--- src/pmx_pkg.sv ---
// package: register map, field positions and reset values of the pin mux
package pmx_pkg;
    localparam int          AW          = 4;
    localparam int          DW          = 8;
    // register addresses
    localparam logic [3:0]  A_P5_DATA   = 4'h0;
    localparam logic [3:0]  A_P5_DIR    = 4'h1;
    localparam logic [3:0]  A_P5_PU     = 4'h2;
    localparam logic [3:0]  A_P6_DATA   = 4'h3;
    localparam logic [3:0]  A_P6_DIR    = 4'h4;
    localparam logic [3:0]  A_P6_PU     = 4'h5;
    localparam logic [3:0]  A_P7_DATA   = 4'h6;
    localparam logic [3:0]  A_P7_DIR    = 4'h7;
    localparam logic [3:0]  A_P7_PU     = 4'h8;
    localparam logic [3:0]  A_P7_MODE   = 4'h9;
    localparam logic [3:0]  A_P8_DATA   = 4'ha;
    localparam logic [3:0]  A_P9_DATA   = 4'hb;
    localparam logic [3:0]  A_FSEL      = 4'hc;
    localparam logic [3:0]  A_P12_CTL   = 4'hd;
    localparam logic [3:0]  A_LCD_CTL   = 4'he;
    // reset values (direction 1 means input) and the port six pull-up mask
    localparam logic [7:0]  DIR8_RST    = 8'hff;
    localparam logic [3:0]  DIR4_RST    = 4'hf;
    localparam logic [7:0]  P6_PU_MASK  = 8'hf0;
    // field positions
    localparam int          FSEL_P8_B   = 0;
    localparam int          FSEL_P9_B   = 1;
    localparam int          P12_OUT_B   = 0;
    localparam int          P12_DIR_B   = 1;
    localparam int          P12_PU_B    = 2;
    localparam int          LCD_STAT_B  = 0;
    localparam int          P7_T4_CLK_B = 1;
    localparam int          P7_T52_CLK_B = 3;
    // segment grouping
    localparam int          SEG_STAT_N  = 12;
    localparam int          SEG_DIR_N   = 24;
    localparam int          SEG_P9_LO   = 24;
    localparam int          SEG_P8_LO   = 32;
    localparam int          SEG_N       = 40;
endpackage : pmx_pkg

--- src/pmx_pin_mux.sv ---
// module: port 5/6/7/8/9/12 pin control and lcd segment/common pin routing
//
// Chosen here: strobed register access and the register offsets.
`timescale 1ns/1ps
`default_nettype none

// Overview of operation
// - port five, per-bit direction and pull-up
// - port six, per-bit direction
// - port six pull-ups only on upper four
// - port seven, per-bit direction and pull-up
// - port seven carries timer clocks and outputs
// - port eight selects latch or segments 32-39
// - port nine selects latch or segments 24-31
// - function select switches whole eight-pin group
// - port twelve, direction and pull-up bits
// - segments 0-11 static or dynamic, rest dynamic
// - four dynamic commons, one static common
// - low reset input resets the block
module pmx_pin_mux (
    input  wire logic        core_clk,
    input  wire logic        nrst,
    input  wire logic [3:0]  reg_addr,
    input  wire logic [7:0]  reg_wdata,
    input  wire logic        reg_wr,
    input  wire logic        reg_rd,
    output logic      [7:0]  reg_rdata,
    input  wire logic [7:0]  p5_in,
    output logic      [7:0]  p5_out,
    output logic      [7:0]  p5_oe,
    output logic      [7:0]  p5_pullup_en,
    input  wire logic [7:0]  p6_in,
    output logic      [7:0]  p6_out,
    output logic      [7:0]  p6_oe,
    output logic      [7:0]  p6_pullup_en,
    input  wire logic [3:0]  p7_in,
    output logic      [3:0]  p7_out,
    output logic      [3:0]  p7_oe,
    output logic      [3:0]  p7_pullup_en,
    output logic      [7:0]  p8_out,
    output logic      [7:0]  p9_out,
    input  wire logic        p12_in,
    output logic             p12_out,
    output logic             p12_oe,
    output logic             p12_pullup_en,
    input  wire logic        timer4_output,
    input  wire logic        timer52_output,
    output logic             timer4_count_clock_in,
    output logic             timer52_count_clock_in,
    input  wire logic [39:0] lcd_dyn_seg,
    input  wire logic [11:0] lcd_static_seg,
    input  wire logic [3:0]  lcd_dyn_com,
    input  wire logic        lcd_static_com,
    output logic      [23:0] segment_outputs,
    output logic      [3:0]  dynamic_common_outputs,
    output logic             static_common_output
);

    typedef struct packed {
        logic [7:0]  p5_latch;
        logic [7:0]  port5_direction_reg;
        logic [7:0]  port5_pullup_reg;
        logic [7:0]  p6_latch;
        logic [7:0]  port6_direction_reg;
        logic [7:0]  port6_pullup_reg;
        logic [3:0]  p7_latch;
        logic [3:0]  port7_direction_reg;
        logic [3:0]  port7_pullup_reg;
        logic [3:0]  p7_ctl_mode;
        logic [7:0]  p8_latch;
        logic [7:0]  p9_latch;
        logic        port8_function_select;
        logic        port9_function_select;
        logic        p12_latch;
        logic        port12_direction_reg;
        logic        port12_pullup_reg;
        logic        lcd_static;
        logic [7:0]  rdata;
        logic [7:0]  p5_o;
        logic [7:0]  p5_e;
        logic [7:0]  p5_u;
        logic [7:0]  p6_o;
        logic [7:0]  p6_e;
        logic [7:0]  p6_u;
        logic [3:0]  p7_o;
        logic [3:0]  p7_e;
        logic [3:0]  p7_u;
        logic [7:0]  p8_o;
        logic [7:0]  p9_o;
        logic        p12_o;
        logic        p12_e;
        logic        p12_u;
        logic        t4_clk;
        logic        t52_clk;
        logic [23:0] seg_o;
        logic [3:0]  com_o;
        logic        scom_o;
    } pmx_state_s;

    pmx_state_s r;
    pmx_state_s next_r;
    logic [3:0] p7_alt;

    // timer outputs sit on pins 0 and 2 of port seven
    assign p7_alt = {1'b0, timer52_output, 1'b0, timer4_output};

    // register writes, reads, pin drive and reset
    always_comb begin
        next_r       = r;
        next_r.rdata = '0;
        if (reg_wr) begin
            case (reg_addr)
                pmx_pkg::A_P5_DATA: next_r.p5_latch            = reg_wdata;
                pmx_pkg::A_P5_DIR:  next_r.port5_direction_reg = reg_wdata;
                pmx_pkg::A_P5_PU:   next_r.port5_pullup_reg    = reg_wdata;
                pmx_pkg::A_P6_DATA: next_r.p6_latch            = reg_wdata;
                pmx_pkg::A_P6_DIR:  next_r.port6_direction_reg = reg_wdata;
                pmx_pkg::A_P6_PU:   next_r.port6_pullup_reg    =
                    reg_wdata & pmx_pkg::P6_PU_MASK;
                pmx_pkg::A_P7_DATA: next_r.p7_latch            = reg_wdata[3:0];
                pmx_pkg::A_P7_DIR:  next_r.port7_direction_reg = reg_wdata[3:0];
                pmx_pkg::A_P7_PU:   next_r.port7_pullup_reg    = reg_wdata[3:0];
                pmx_pkg::A_P7_MODE: next_r.p7_ctl_mode         = reg_wdata[3:0];
                pmx_pkg::A_P8_DATA: next_r.p8_latch            = reg_wdata;
                pmx_pkg::A_P9_DATA: next_r.p9_latch            = reg_wdata;
                pmx_pkg::A_FSEL: begin // one bit per whole group
                    next_r.port8_function_select = reg_wdata[pmx_pkg::FSEL_P8_B];
                    next_r.port9_function_select = reg_wdata[pmx_pkg::FSEL_P9_B];
                end
                pmx_pkg::A_P12_CTL: begin
                    next_r.p12_latch            = reg_wdata[pmx_pkg::P12_OUT_B];
                    next_r.port12_direction_reg = reg_wdata[pmx_pkg::P12_DIR_B];
                    next_r.port12_pullup_reg    = reg_wdata[pmx_pkg::P12_PU_B];
                end
                pmx_pkg::A_LCD_CTL: next_r.lcd_static = reg_wdata[pmx_pkg::LCD_STAT_B];
                default: ;
            endcase
        end
        // data reads return the pin for input bits and the latch for output bits
        if (reg_rd) begin
            case (reg_addr)
                pmx_pkg::A_P5_DATA: next_r.rdata = (p5_in & r.port5_direction_reg)
                                                 | (r.p5_latch & ~r.port5_direction_reg);
                pmx_pkg::A_P5_DIR:  next_r.rdata = r.port5_direction_reg;
                pmx_pkg::A_P5_PU:   next_r.rdata = r.port5_pullup_reg;
                pmx_pkg::A_P6_DATA: next_r.rdata = (p6_in & r.port6_direction_reg)
                                                 | (r.p6_latch & ~r.port6_direction_reg);
                pmx_pkg::A_P6_DIR:  next_r.rdata = r.port6_direction_reg;
                pmx_pkg::A_P6_PU:   next_r.rdata = r.port6_pullup_reg;
                pmx_pkg::A_P7_DATA: next_r.rdata = {4'h0, (p7_in & r.port7_direction_reg)
                                                 | (r.p7_latch & ~r.port7_direction_reg)};
                pmx_pkg::A_P7_DIR:  next_r.rdata = {4'h0, r.port7_direction_reg};
                pmx_pkg::A_P7_PU:   next_r.rdata = {4'h0, r.port7_pullup_reg};
                pmx_pkg::A_P7_MODE: next_r.rdata = {4'h0, r.p7_ctl_mode};
                pmx_pkg::A_P8_DATA: next_r.rdata = r.p8_latch;
                pmx_pkg::A_P9_DATA: next_r.rdata = r.p9_latch;
                pmx_pkg::A_FSEL:    next_r.rdata = {6'h00, r.port9_function_select,
                                                    r.port8_function_select};
                pmx_pkg::A_P12_CTL: next_r.rdata = {5'h00, r.port12_pullup_reg,
                    r.port12_direction_reg,
                    r.port12_direction_reg ? p12_in : r.p12_latch};
                pmx_pkg::A_LCD_CTL: next_r.rdata = {7'h00, r.lcd_static};
                default:            next_r.rdata = '0;
            endcase
        end
        // synchronous low-active reset: all ports input, pull-ups off
        if (!nrst) begin
            next_r                      = '0;
            next_r.port5_direction_reg  = pmx_pkg::DIR8_RST;
            next_r.port6_direction_reg  = pmx_pkg::DIR8_RST;
            next_r.port7_direction_reg  = pmx_pkg::DIR4_RST;
            next_r.port12_direction_reg = 1'b1;
        end
        // port five: plain push-pull, pull-up only while input
        next_r.p5_o = next_r.p5_latch;
        next_r.p5_e = ~next_r.port5_direction_reg;
        next_r.p5_u = next_r.port5_pullup_reg & next_r.port5_direction_reg;
        // port six: lower nibble open-drain, drives low only
        next_r.p6_o = next_r.p6_latch & pmx_pkg::P6_PU_MASK;
        next_r.p6_e = ~next_r.port6_direction_reg
                    & (pmx_pkg::P6_PU_MASK | ~next_r.p6_latch);
        next_r.p6_u = next_r.port6_pullup_reg & next_r.port6_direction_reg
                    & pmx_pkg::P6_PU_MASK;
        // port seven: control mode puts timer outputs on the pins
        next_r.p7_o = (next_r.p7_ctl_mode & p7_alt)
                    | (~next_r.p7_ctl_mode & next_r.p7_latch);
        next_r.p7_e = ~next_r.port7_direction_reg;
        next_r.p7_u = next_r.port7_pullup_reg & next_r.port7_direction_reg;
        // timer count clocks pass only in control mode
        next_r.t4_clk  = next_r.p7_ctl_mode[pmx_pkg::P7_T4_CLK_B]
                       & p7_in[pmx_pkg::P7_T4_CLK_B];
        next_r.t52_clk = next_r.p7_ctl_mode[pmx_pkg::P7_T52_CLK_B]
                       & p7_in[pmx_pkg::P7_T52_CLK_B];
        // ports eight and nine: segment drive replaces the latch per group
        next_r.p8_o = next_r.port8_function_select
                    ? lcd_dyn_seg[pmx_pkg::SEG_P8_LO +: 8] : next_r.p8_latch;
        next_r.p9_o = next_r.port9_function_select
                    ? lcd_dyn_seg[pmx_pkg::SEG_P9_LO +: 8] : next_r.p9_latch;
        // port twelve: dac use relies on software setting input, no pull-up
        next_r.p12_o = next_r.p12_latch;
        next_r.p12_e = ~next_r.port12_direction_reg;
        next_r.p12_u = next_r.port12_pullup_reg & next_r.port12_direction_reg;
        // dedicated segments: only the low twelve may run static
        next_r.seg_o = lcd_dyn_seg[pmx_pkg::SEG_DIR_N-1:0];
        if (next_r.lcd_static) begin
            next_r.seg_o[pmx_pkg::SEG_STAT_N-1:0] = lcd_static_seg;
        end
        next_r.com_o  = lcd_dyn_com;
        next_r.scom_o = lcd_static_com;
    end

    // state register
    always_ff @(posedge core_clk) begin
        r <= next_r;
    end

    // outputs straight from the state flops
    assign reg_rdata              = r.rdata;
    assign p5_out                 = r.p5_o;
    assign p5_oe                  = r.p5_e;
    assign p5_pullup_en           = r.p5_u;
    assign p6_out                 = r.p6_o;
    assign p6_oe                  = r.p6_e;
    assign p6_pullup_en           = r.p6_u;
    assign p7_out                 = r.p7_o;
    assign p7_oe                  = r.p7_e;
    assign p7_pullup_en           = r.p7_u;
    assign p8_out                 = r.p8_o;
    assign p9_out                 = r.p9_o;
    assign p12_out                = r.p12_o;
    assign p12_oe                 = r.p12_e;
    assign p12_pullup_en          = r.p12_u;
    assign timer4_count_clock_in  = r.t4_clk;
    assign timer52_count_clock_in = r.t52_clk;
    assign segment_outputs        = r.seg_o;
    assign dynamic_common_outputs = r.com_o;
    assign static_common_output   = r.scom_o;
endmodule : pmx_pin_mux

`default_nettype wire

--- config.mk ---
export PLATFORM = sky130hd
export DESIGN_NAME = pmx_pin_mux
export DESIGN_NICKNAME = d
export VERILOG_FILES = /design/src/pmx_pkg.sv /design/src/pmx_pin_mux.sv
export SDC_FILE = /design/constraint.sdc
export NUM_CORES = 1
export LEC_CHECK = 0
export ABC_AREA = 1
export BUFFER_PORTS_ARGS = -buffer_cell sky130_fd_sc_hd__buf_4
export CORE_MARGIN = 4
export CORE_UTILIZATION = 25
export DETAILED_ROUTE_END_ITERATION = 10
export PLACE_DENSITY_LB_ADDON = 0.08
export REMOVE_ABC_BUFFERS = 1
export SLEW_MARGIN = 25
export SYNTH_ARGS = -nofsm -noshare
export SYNTH_HDL_FRONTEND = slang
export SYNTH_SLANG_ARGS = --single-unit
--- constraint.sdc ---
create_clock -name core_clk -period 1.84 [get_ports core_clk]
set_input_delay 0.46 -clock core_clk [delete_from_list [all_inputs] [get_ports core_clk]]
set_output_delay 0.46 -clock core_clk [all_outputs]
set_load 0.01 [all_outputs]
# Yosys cells after proc, flatten, opt, wreduce, memory -nomap -nowiden
# Index checks and enable logic that the tools add are counted.
# Widths: inputs -> output; s select.
[totals]
reg_bits = 187
in_bits = 96
out_inout_bits = 118
wordCells = 104
[op_classes]
n_eq_ne = 14
n_mux = 22
bitwise = 28
n_reduce_logical = 4
[ops]
columns = ["operator", "count"]
rows = [
  ["$mux 196", 1],
  ["$pmux 8 s15", 1],
  ["$mux 8", 10],
  ["$mux 78", 1],
  ["$and 8x8->8", 7],
  ["$not 8->8", 4],
  ["$eq 4x4->1 const B", 7],
  ["$and 4x4->4", 4],
  ["$eq 4x3->1 const B", 4],
  ["$mux 4", 4],
  ["$not 4->4", 4],
  ["$or 8x8->8", 2],
  ["$mux 12", 1],
  ["$eq 4x2->1 const B", 2],
  ["$or 4x4->4", 2],
  ["$reduce_and 2->1", 3],
  ["$and 4x3->4", 1],
  ["$eq 4x1->1 const B", 1],
  ["$logic_not 4->1", 1],
  ["$and 1x1->1", 3],
  ["$mux 3", 1],
  ["$mux 1", 2],
  ["$mux 2", 1],
  ["$not 1->1", 1],
]

# Logic depth before layout (Yosys ltp)
# Gate-level depths: netlist (run 1).
[logic_depth]
ltp_word = 9
ltp_mapped = 10
ltp_nobuf = 10

# Worst setup path after synthesis (run 1)
# Ideal clock, no wire load.
[synth_timing]
kind = "input -> register"
from = "input port reg_addr[3]"
to = "register r, in the netlist p5_out[4]"
setup_ps = 119
arrival_ps = 1413
required_time_ps = 1721
setup_slack_ps = 307
cell_stages = 7
path_buffers = 1
cell_sequence = "nor2_2 nand2_1 inv_1 nand2_1 buf_2 o21ai_0 a21oi_1"
[synth_via]
elab_chain_len = 2
[synth_rtl]
columns = ["element", "line", "text"]
rows = [
  ["start: declaration", "pmx_pin_mux.sv:23", "input wire logic [3:0] reg_addr,"],
  ["$logic_not 4->1", "pmx_pin_mux.sv:112", "case (reg_addr)"],
  ["$reduce_and 2->1 (no source line)", "-", ""],
  ["end signal: assignment", "pmx_pin_mux.sv:214", "r <= next_r;"],
  ["end: declaration", "pmx_pin_mux.sv:100", "pmx_state_s r;"],
]
# No other way between the ends.
# A chain may end at the register's enable or synchronous reset.

# Worst setup path after layout (run 1)
[layout_timing]
from = "register r, in the netlist p5_out[6]"
to = "output port p5_out[6]"
[layout_rtl]
columns = ["element", "line", "text"]
rows = [
  ["end: declaration", "pmx_pin_mux.sv:29", "output logic [7:0] p5_out,"],
]
# No word-level cell between the ends.

==> results of run 1 <==
metrics by stage:
stage / std cells / hold WS [ns] / worst slack, ns / instance area [um^2]
2_1_floorplan: 893 / 0.438 / -0.0276 / 6600
3_3_place_gp: 1547 / 0.457 / -0.0515 / 9100
3_5_place_dp: 1547 / 0.458 / -0.0729 / 9100
4_1_cts: 1578 / 0.0989 / 0.349 / 9650
5_1_grt: 1578 / 0.0986 / 0.283 / 9650
6_report: 1578 / 0.127 / 0.382 / 9650
how the worst min path moves through the flow:
stage	from	endpoint
finish	lcd_dyn_seg[14]	segment_outputs[14]
global route	lcd_dyn_seg[18]	segment_outputs[18]
CTS	lcd_dyn_seg[14]	segment_outputs[14]
detailed placement	r[173]	r[173]
global placement	p5_out[7]	p5_out[7]
floorplan	r[172]	r[172]
worst reg2reg max path, delay by kind of cell (launching register included):
family          cells  cell delay, ns
simple gates        5            0.55
flops               1            0.40
compound gates      1            0.13
cell usage in the layout, fill, tap and decap left out, types with 2 or more instances in the layout:
| cell type | netlist | layout |
|---|---|---|
| nand2_1 | 301 | 301 |
| buf_4 | 113 | 262 |
| dfxtp_1 | 179 | 179 |
| inv_1 | 129 | 129 |
| nor2_1 | 81 | 81 |
| o21ai_0 | 50 | 50 |
| nand3_1 | 49 | 49 |
| a21oi_1 | 35 | 35 |
| o211ai_1 | 19 | 19 |
| clkbuf_16 | 0 | 17 |
| and2_1 | 12 | 12 |
| nand2_2 | 8 | 8 |
| conb_1 | 1 | 8 |
| inv_6 | 0 | 7 |
| inv_2 | 5 | 5 |
| nor2_2 | 4 | 4 |
| nor2_4 | 3 | 3 |
| nor3_1 | 3 | 3 |
| clkinvlp_4 | 0 | 3 |
| o21ai_1 | 2 | 2 |
| nand4_1 | 2 | 2 |
| inv_8 | 0 | 2 |
| buf_12 | 0 | 2 |
metal layers:
layer  routed length, um  GRT usage [%]  vias to the layer above  share of wire [%]
met4                 277           3.27                        0                1.2
met5                   0              0                        -                  0
met1               11200           19.0                     2814                 47
li1                    -              -                     3307                  -
met2               10700           23.1                      198                 45
met3                1710           4.53                       15                7.2
layout make-up:
cell class	instances	area, um^2	area share [%]
timing repair buffer	264	2010	20.8
sequential	179	3580	37.1
clock buffer	18	439	4.55
tap	390	488	5.06
inverter	135	507	5.25
clock inverter	13	115	1.19
multi-input combinational	579	2510	26.0
synth_stat cells (2+ instances only):
cell,number,share of area [%]
nand2_1,301,15
dfxtp_1,179,48
inv_1,129,6.4
buf_4,113,11
nor2_1,81,4.0
o21ai_0,50,3.3
nand3_1,49,3.3
a21oi_1,35,2.3
o211ai_1,19,1.9
and2_1,12,1.0
nand2_2,8,0.67
buf_2,7,0.47
clkbuf_1,7,0.35
inv_2,5,0.25
nor2_2,4,0.33
nor2_4,3,0.45
nor3_1,3,0.20
buf_1,2,0.10
buf_6,2,0.30
nand4_1,2,0.17
o21ai_1,2,0.13
power breakdown:
| group | total [W] | internal (W) | switching (W) | leakage [nW] |
|---|---|---|---|---|
| Combinational | 0.000805 | 0.000376 | 0.000429 | 3.45 |
| Clock | 0.00354 | 0.00181 | 0.00173 | 0.265 |
| Sequential | 0.00404 | 0.00399 | 0.0000512 | 1.46 |
| Total | 0.00838 | 0.00618 | 0.00220 | 5.18 |
cells by family after synthesis:
logic type	Yosys count	synth area share (%)
flops	179	47.7
buf+inv	266	19.2
simple gates	465	25.3
compound gates	106	7.69
other cells	1	0.0499
==> metrics.cfg, run 1 <==
[yosys]
postSynthAreaPerCell_um2=7.39
ys.flop_type=dfxtp_1
ys_warn_count=0
yosysSeqAreaShare_pct=47.7
netlist_instances=1017
yosysUniqueCellTypes=25
synth-seq-cells=179
synthArstFlopShare_pct=0
netlist_area_um2=7520
synth-edff-count=0

[timing]
period_share_pct=79.2
finClkSkew_ns=0.0147
drv_slew=0
fmax_mhz=686
setup_viol=0
finalHoldViolCount=0
fin_tns_setup_ns=0
rsz0062_at_grt=no
period_minus_slack_ns=1.46

[cts]
clk_pin_slew_ns=0.07
cts_buffers=17
post-cts-setup-buffer-count=0
cts_tree=yes
clk_latency_ns=0.44
ctsHoldBuffers=0
post_cts_resized=0
cts_sinks=179
clockRootBuffer=clkbuf_16
htree_levels=4
clock_path_buffers=2

[layout]
layout.nets=1272
layout-drive-gt1-share_pct=26.6
synthToLayoutAreaGrowth_pct=28.4
num-fill-cells=3297
top_register=r
largest_reg_flops=72
antenna_cells=0
utilization_pct=32.6

[critical_path]
crit_cells=1
regToRegSetupSlack_ns=0.68
crit_path_start=p5_out[6]
slowest_delay_ns=0.41
endpoint=p5_out[6]
crit_slowest_cell=dfxtp_1
crit_type=flip-flop to primary output
worstSetupEndpointType=primary output
crit_arrival_ns=1.00
worstReg2RegStart=r[149]
critPathBufInv=1
reg2reg_to=reg_rdata[1]
path_max_fanout=3
r2r_cells=6
critPathRequiredTime_ns=1.38
cp_cell_sequence=buf_4
cpLargestDelayFamily=flip-flops
critPathLaunchType=flip-flop

[global_route]
grt-ovfl-total=0
grt_max_degree=28
grt_first_pass_wirelength_mm=36.5
grt.total_usage_pct=14.4
antenna_found_initial=0
grt_pass1_vias=6393

[floorplan]
die_w_um=181
initial_core_util_pct=25.4
die-area_um2=32900
pin_count=214
die_y_um=181
rows=63
core_um2=29600

[detailed_routing]
viasPerCell=4.01
ant_nets=0
first_pass_iters=4
wl_mm=23.9
routedWlPerCell_um=15.2
drc=0
first_iter_violations=243
dr_total_vias=6334

[run_status]
outcome=finished, final reports clean

[worst_hold_path]
hold_class=input pin to flip-flop
hold_depth=1

[pwr]
ir_drop_mv=0.561
power_density_nw_per_um2=868
power_w=0.00838
leakage_nw=5.18

[placed_design]
gp_congestion=0.772
dp_hpwl_mm=18.8
port_buffers=205

[run]
maxCapViolCount=0

(Power assumes the default switching activity.)
==> run 2, diff against run 1 <==
--- a/config.mk
+++ b/config.mk
@@ -5,7 +5,7 @@
 export SDC_FILE = /design/constraint.sdc
 export NUM_CORES = 1
 export LEC_CHECK = 0
-export ABC_AREA = 1
+export ABC_AREA = 0
 export BUFFER_PORTS_ARGS = -buffer_cell sky130_fd_sc_hd__buf_4
 export CORE_MARGIN = 4
 export CORE_UTILIZATION = 25
==> constraint.sdc (replaced) <==
create_clock -name core_clk -period 1.2 [get_ports core_clk]
set_input_delay 0.3 -clock core_clk [delete_from_list [all_inputs] [get_ports core_clk]]
set_output_delay 0.3 -clock core_clk [all_outputs]
set_load 0.01 [all_outputs]
==> metrics.cfg, run 2 <==
[critical_path]
cp_cell_sequence=mux2i_4, o22ai_2, a2111oi_4, a31oi_2
critPathLaunchType=flip-flop
reg2reg_to=reg_rdata[0]
crit_arrival_ns=1.68
worstReg2RegStart=r[164]
critPathBufInv=0
crit_slowest_cell=dfxtp_4
path_max_fanout=2
slowest_delay_ns=0.37
r2r_cells=4
regToRegSetupSlack_ns=-0.16
worstSetupEndpointType=flip-flop
cpLargestDelayFamily=compound AO/OA/AOI/OAI gates
crit_type=flip-flop to flip-flop
critPathRequiredTime_ns=1.52
crit_path_start=r[164]

[cts]
cts_tree=yes
cts_sinks=179
clock_path_buffers=2
clk_pin_slew_ns=0.08
htree_levels=4
clk_latency_ns=0.45
clockRootBuffer=clkbuf_16
cts_buffers=17

[layout]
utilization_pct=39.3
num-fill-cells=3144
layout.nets=1199
ff_latch_area_um2=3740
largest_reg_flops=72
layout_commonest_cell=buf_4
multi_input_area_um2=3720
antenna_cells=0
final_cell_mix=231 x buf_4, 126 x buf_6, 122 x dfxtp_2
synthToLayoutAreaGrowth_pct=54.6
stdcell_area_um2=12400
top_register=r
layout-drive-gt1-share_pct=58.2

[worst_hold_path]
hold_class=input pin to flip-flop
hp-start=p7_in[3]
min_to=timer52_count_clock_in
hold_depth=2

[detailed_routing]
drc=0
viasPerCell=4.50
first_pass_iters=5
wl_mm=29.7
ant_nets=0
routedWlPerCell_um=19.5
dr_total_vias=6826
first_iter_violations=328

[floorplan]
die_w_um=187
die_y_um=187
die-area_um2=35100
rows=65
core_um2=31600
initial_core_util_pct=25.4
pin_count=214

[placed_design]
gp_congestion=0.847
dp_hpwl_mm=21.7
pre_cts_ws_ns=-0.767
placed_area_um2=10200
port_buffers=205

[run]
maxCapViolCount=0

[yosys]
synth.area.top_cells=dfxtp_1 45%, buf_4 11%, mux2i_1 6.0%
synth_top_area_cell=dfxtp_1
yosysUniqueCellTypes=62
netlist_instances=851
netlist_area_um2=8040
ys_warn_count=0
synth-edff-count=0
synthTopCellsByCount=179 x dfxtp_1, 117 x buf_4, 72 x nand2_1, 61 x a21oi_1, 48 x mux2i_1
synth_top_area_share_pct=44.6
synth-seq-cells=179
synthArstFlopShare_pct=0
yosysMostFrequentCell=dfxtp_1
yosysSeqAreaShare_pct=44.6
ys.flop_type=dfxtp_1
postSynthAreaPerCell_um2=9.45

[timing]
fmax_mhz=737
finalHoldViolCount=0
finClkSkew_ns=0.0131
setup_viol=25
rsz0062_at_grt=yes
drv_slew=0
finalWorstSetupSlack_ns=-0.157
period_minus_slack_ns=1.36
period_share_pct=113
fin_tns_setup_ns=-0.938

[global_route]
grt_pass1_vias=7147
grt.total_usage_pct=16.5
grt_max_degree=25
grt_first_pass_wirelength_mm=44.5
grt-ovfl-total=0
antenna_found_initial=0

[pwr]
leakage_nw=5.27
ir_drop_mv=0.975
power_density_nw_per_um2=1110

[run_status]
outcome=finished with violations
violations=setup timing

==> run 2: cell types whose count changed in the layout (fill, tap and decap cells not counted), moves of 59 or more <==
| cell | before | now |
|---|---|---|
| buf_6 | 0 | 126 |
| nor2_1 | 81 | 22 |
| dfxtp_1 | 179 | 55 |
| inv_1 | 129 | 5 |
| dfxtp_2 | 0 | 122 |
| nand2_1 | 301 | 70 |
==> run 2: through the flow <==
| step | instances | total power, W | hold WS (ns) |
|---|---|---|---|
| 2_1_floorplan | 686 | 0.00672 | 0.328 |
| 3_3_place_gp | 1437 | 0.00785 | 0.404 |
| 3_5_place_dp | 1437 | 0.00784 | 0.405 |
| 4_1_cts | 1508 | 0.0140 | 0.0332 |
| 5_1_grt | 1518 | 0.0144 | 0.0385 |
| 6_report | 1518 | 0.0139 | 0.0574 |
==> run 2: timing repair <==
action / CTS / global route
endpoints found under the setup margin: 191 / 188
resized for setup: 283 / 93
pin swaps: 19 / 26
buffers inserted: 19 / 11
endpoints found under the hold margin: 17 / 0
hold buffers: 17 / 0
gates cloned: 3 / 2
==> run 2: worst reg2reg max path: stages (launching register included) <==
cell and delay [ns]:
dfxtp_4 0.37, mux2i_4 0.26, o22ai_2 0.11, a2111oi_4 0.36
a31oi_2 0.15
==> run 2: cells by family (layout without fill, tap and decap cells) <==
| kind of cell | Yosys count | after routing | synth area share (%) |
|---|---|---|---|
| compound gates | 171 | 171 | 13.3 |
| buf+inv | 178 | 436 | 14.9 |
| flops | 179 | 179 | 44.6 |
| mux | 83 | 83 | 11.3 |
| other cells | 1 | 8 | 0.0466 |
| simple gates | 239 | 239 | 15.9 |
==> run 2: worst max-delay path by stage <==
stage,end,slack [ns],cells past startpoint
after floorplan,segment_outputs[10],-1.33,3
after CTS,p9_out[6],-0.15,9
final,reg_rdata[0],-0.16,4
after global placement,reg_rdata[0],-0.80,6
after detailed placement,reg_rdata[0],-0.77,6
after global routing,reg_rdata[3],-0.20,4
==> run 2: metal layers <==
| layer | up-vias | global-route usage (%) | wire (um) |
|---|---|---|---|
| met1 | 3238 | 22.1 | 13700 |
| met2 | 199 | 26.3 | 13800 |
| met3 | 30 | 4.12 | 1570 |
| met5 | - | 0 | 0 |
| li1 | 3359 | - | - |
| met4 | 0 | 5.26 | 578 |
==> run 2: cell type report <==
type                    count  share of cell area [%]
repair buffers            398                    30.9
inverters                   6                   0.181
well taps                 402                    4.05
flip-flops and latches    179                    30.1
multi-input cells         501                    30.0
clock inverters            14                    1.31
clock buffers              18                    3.53
==> run 2: report_power, final <==
group	switching, W	leakage, nW	internal, W
Combinational	0.000857	3.48	0.00105
Sequential	0.0000789	1.50	0.00608
Clock	0.00276	0.294	0.00303
Total	0.00369	5.27	0.0102
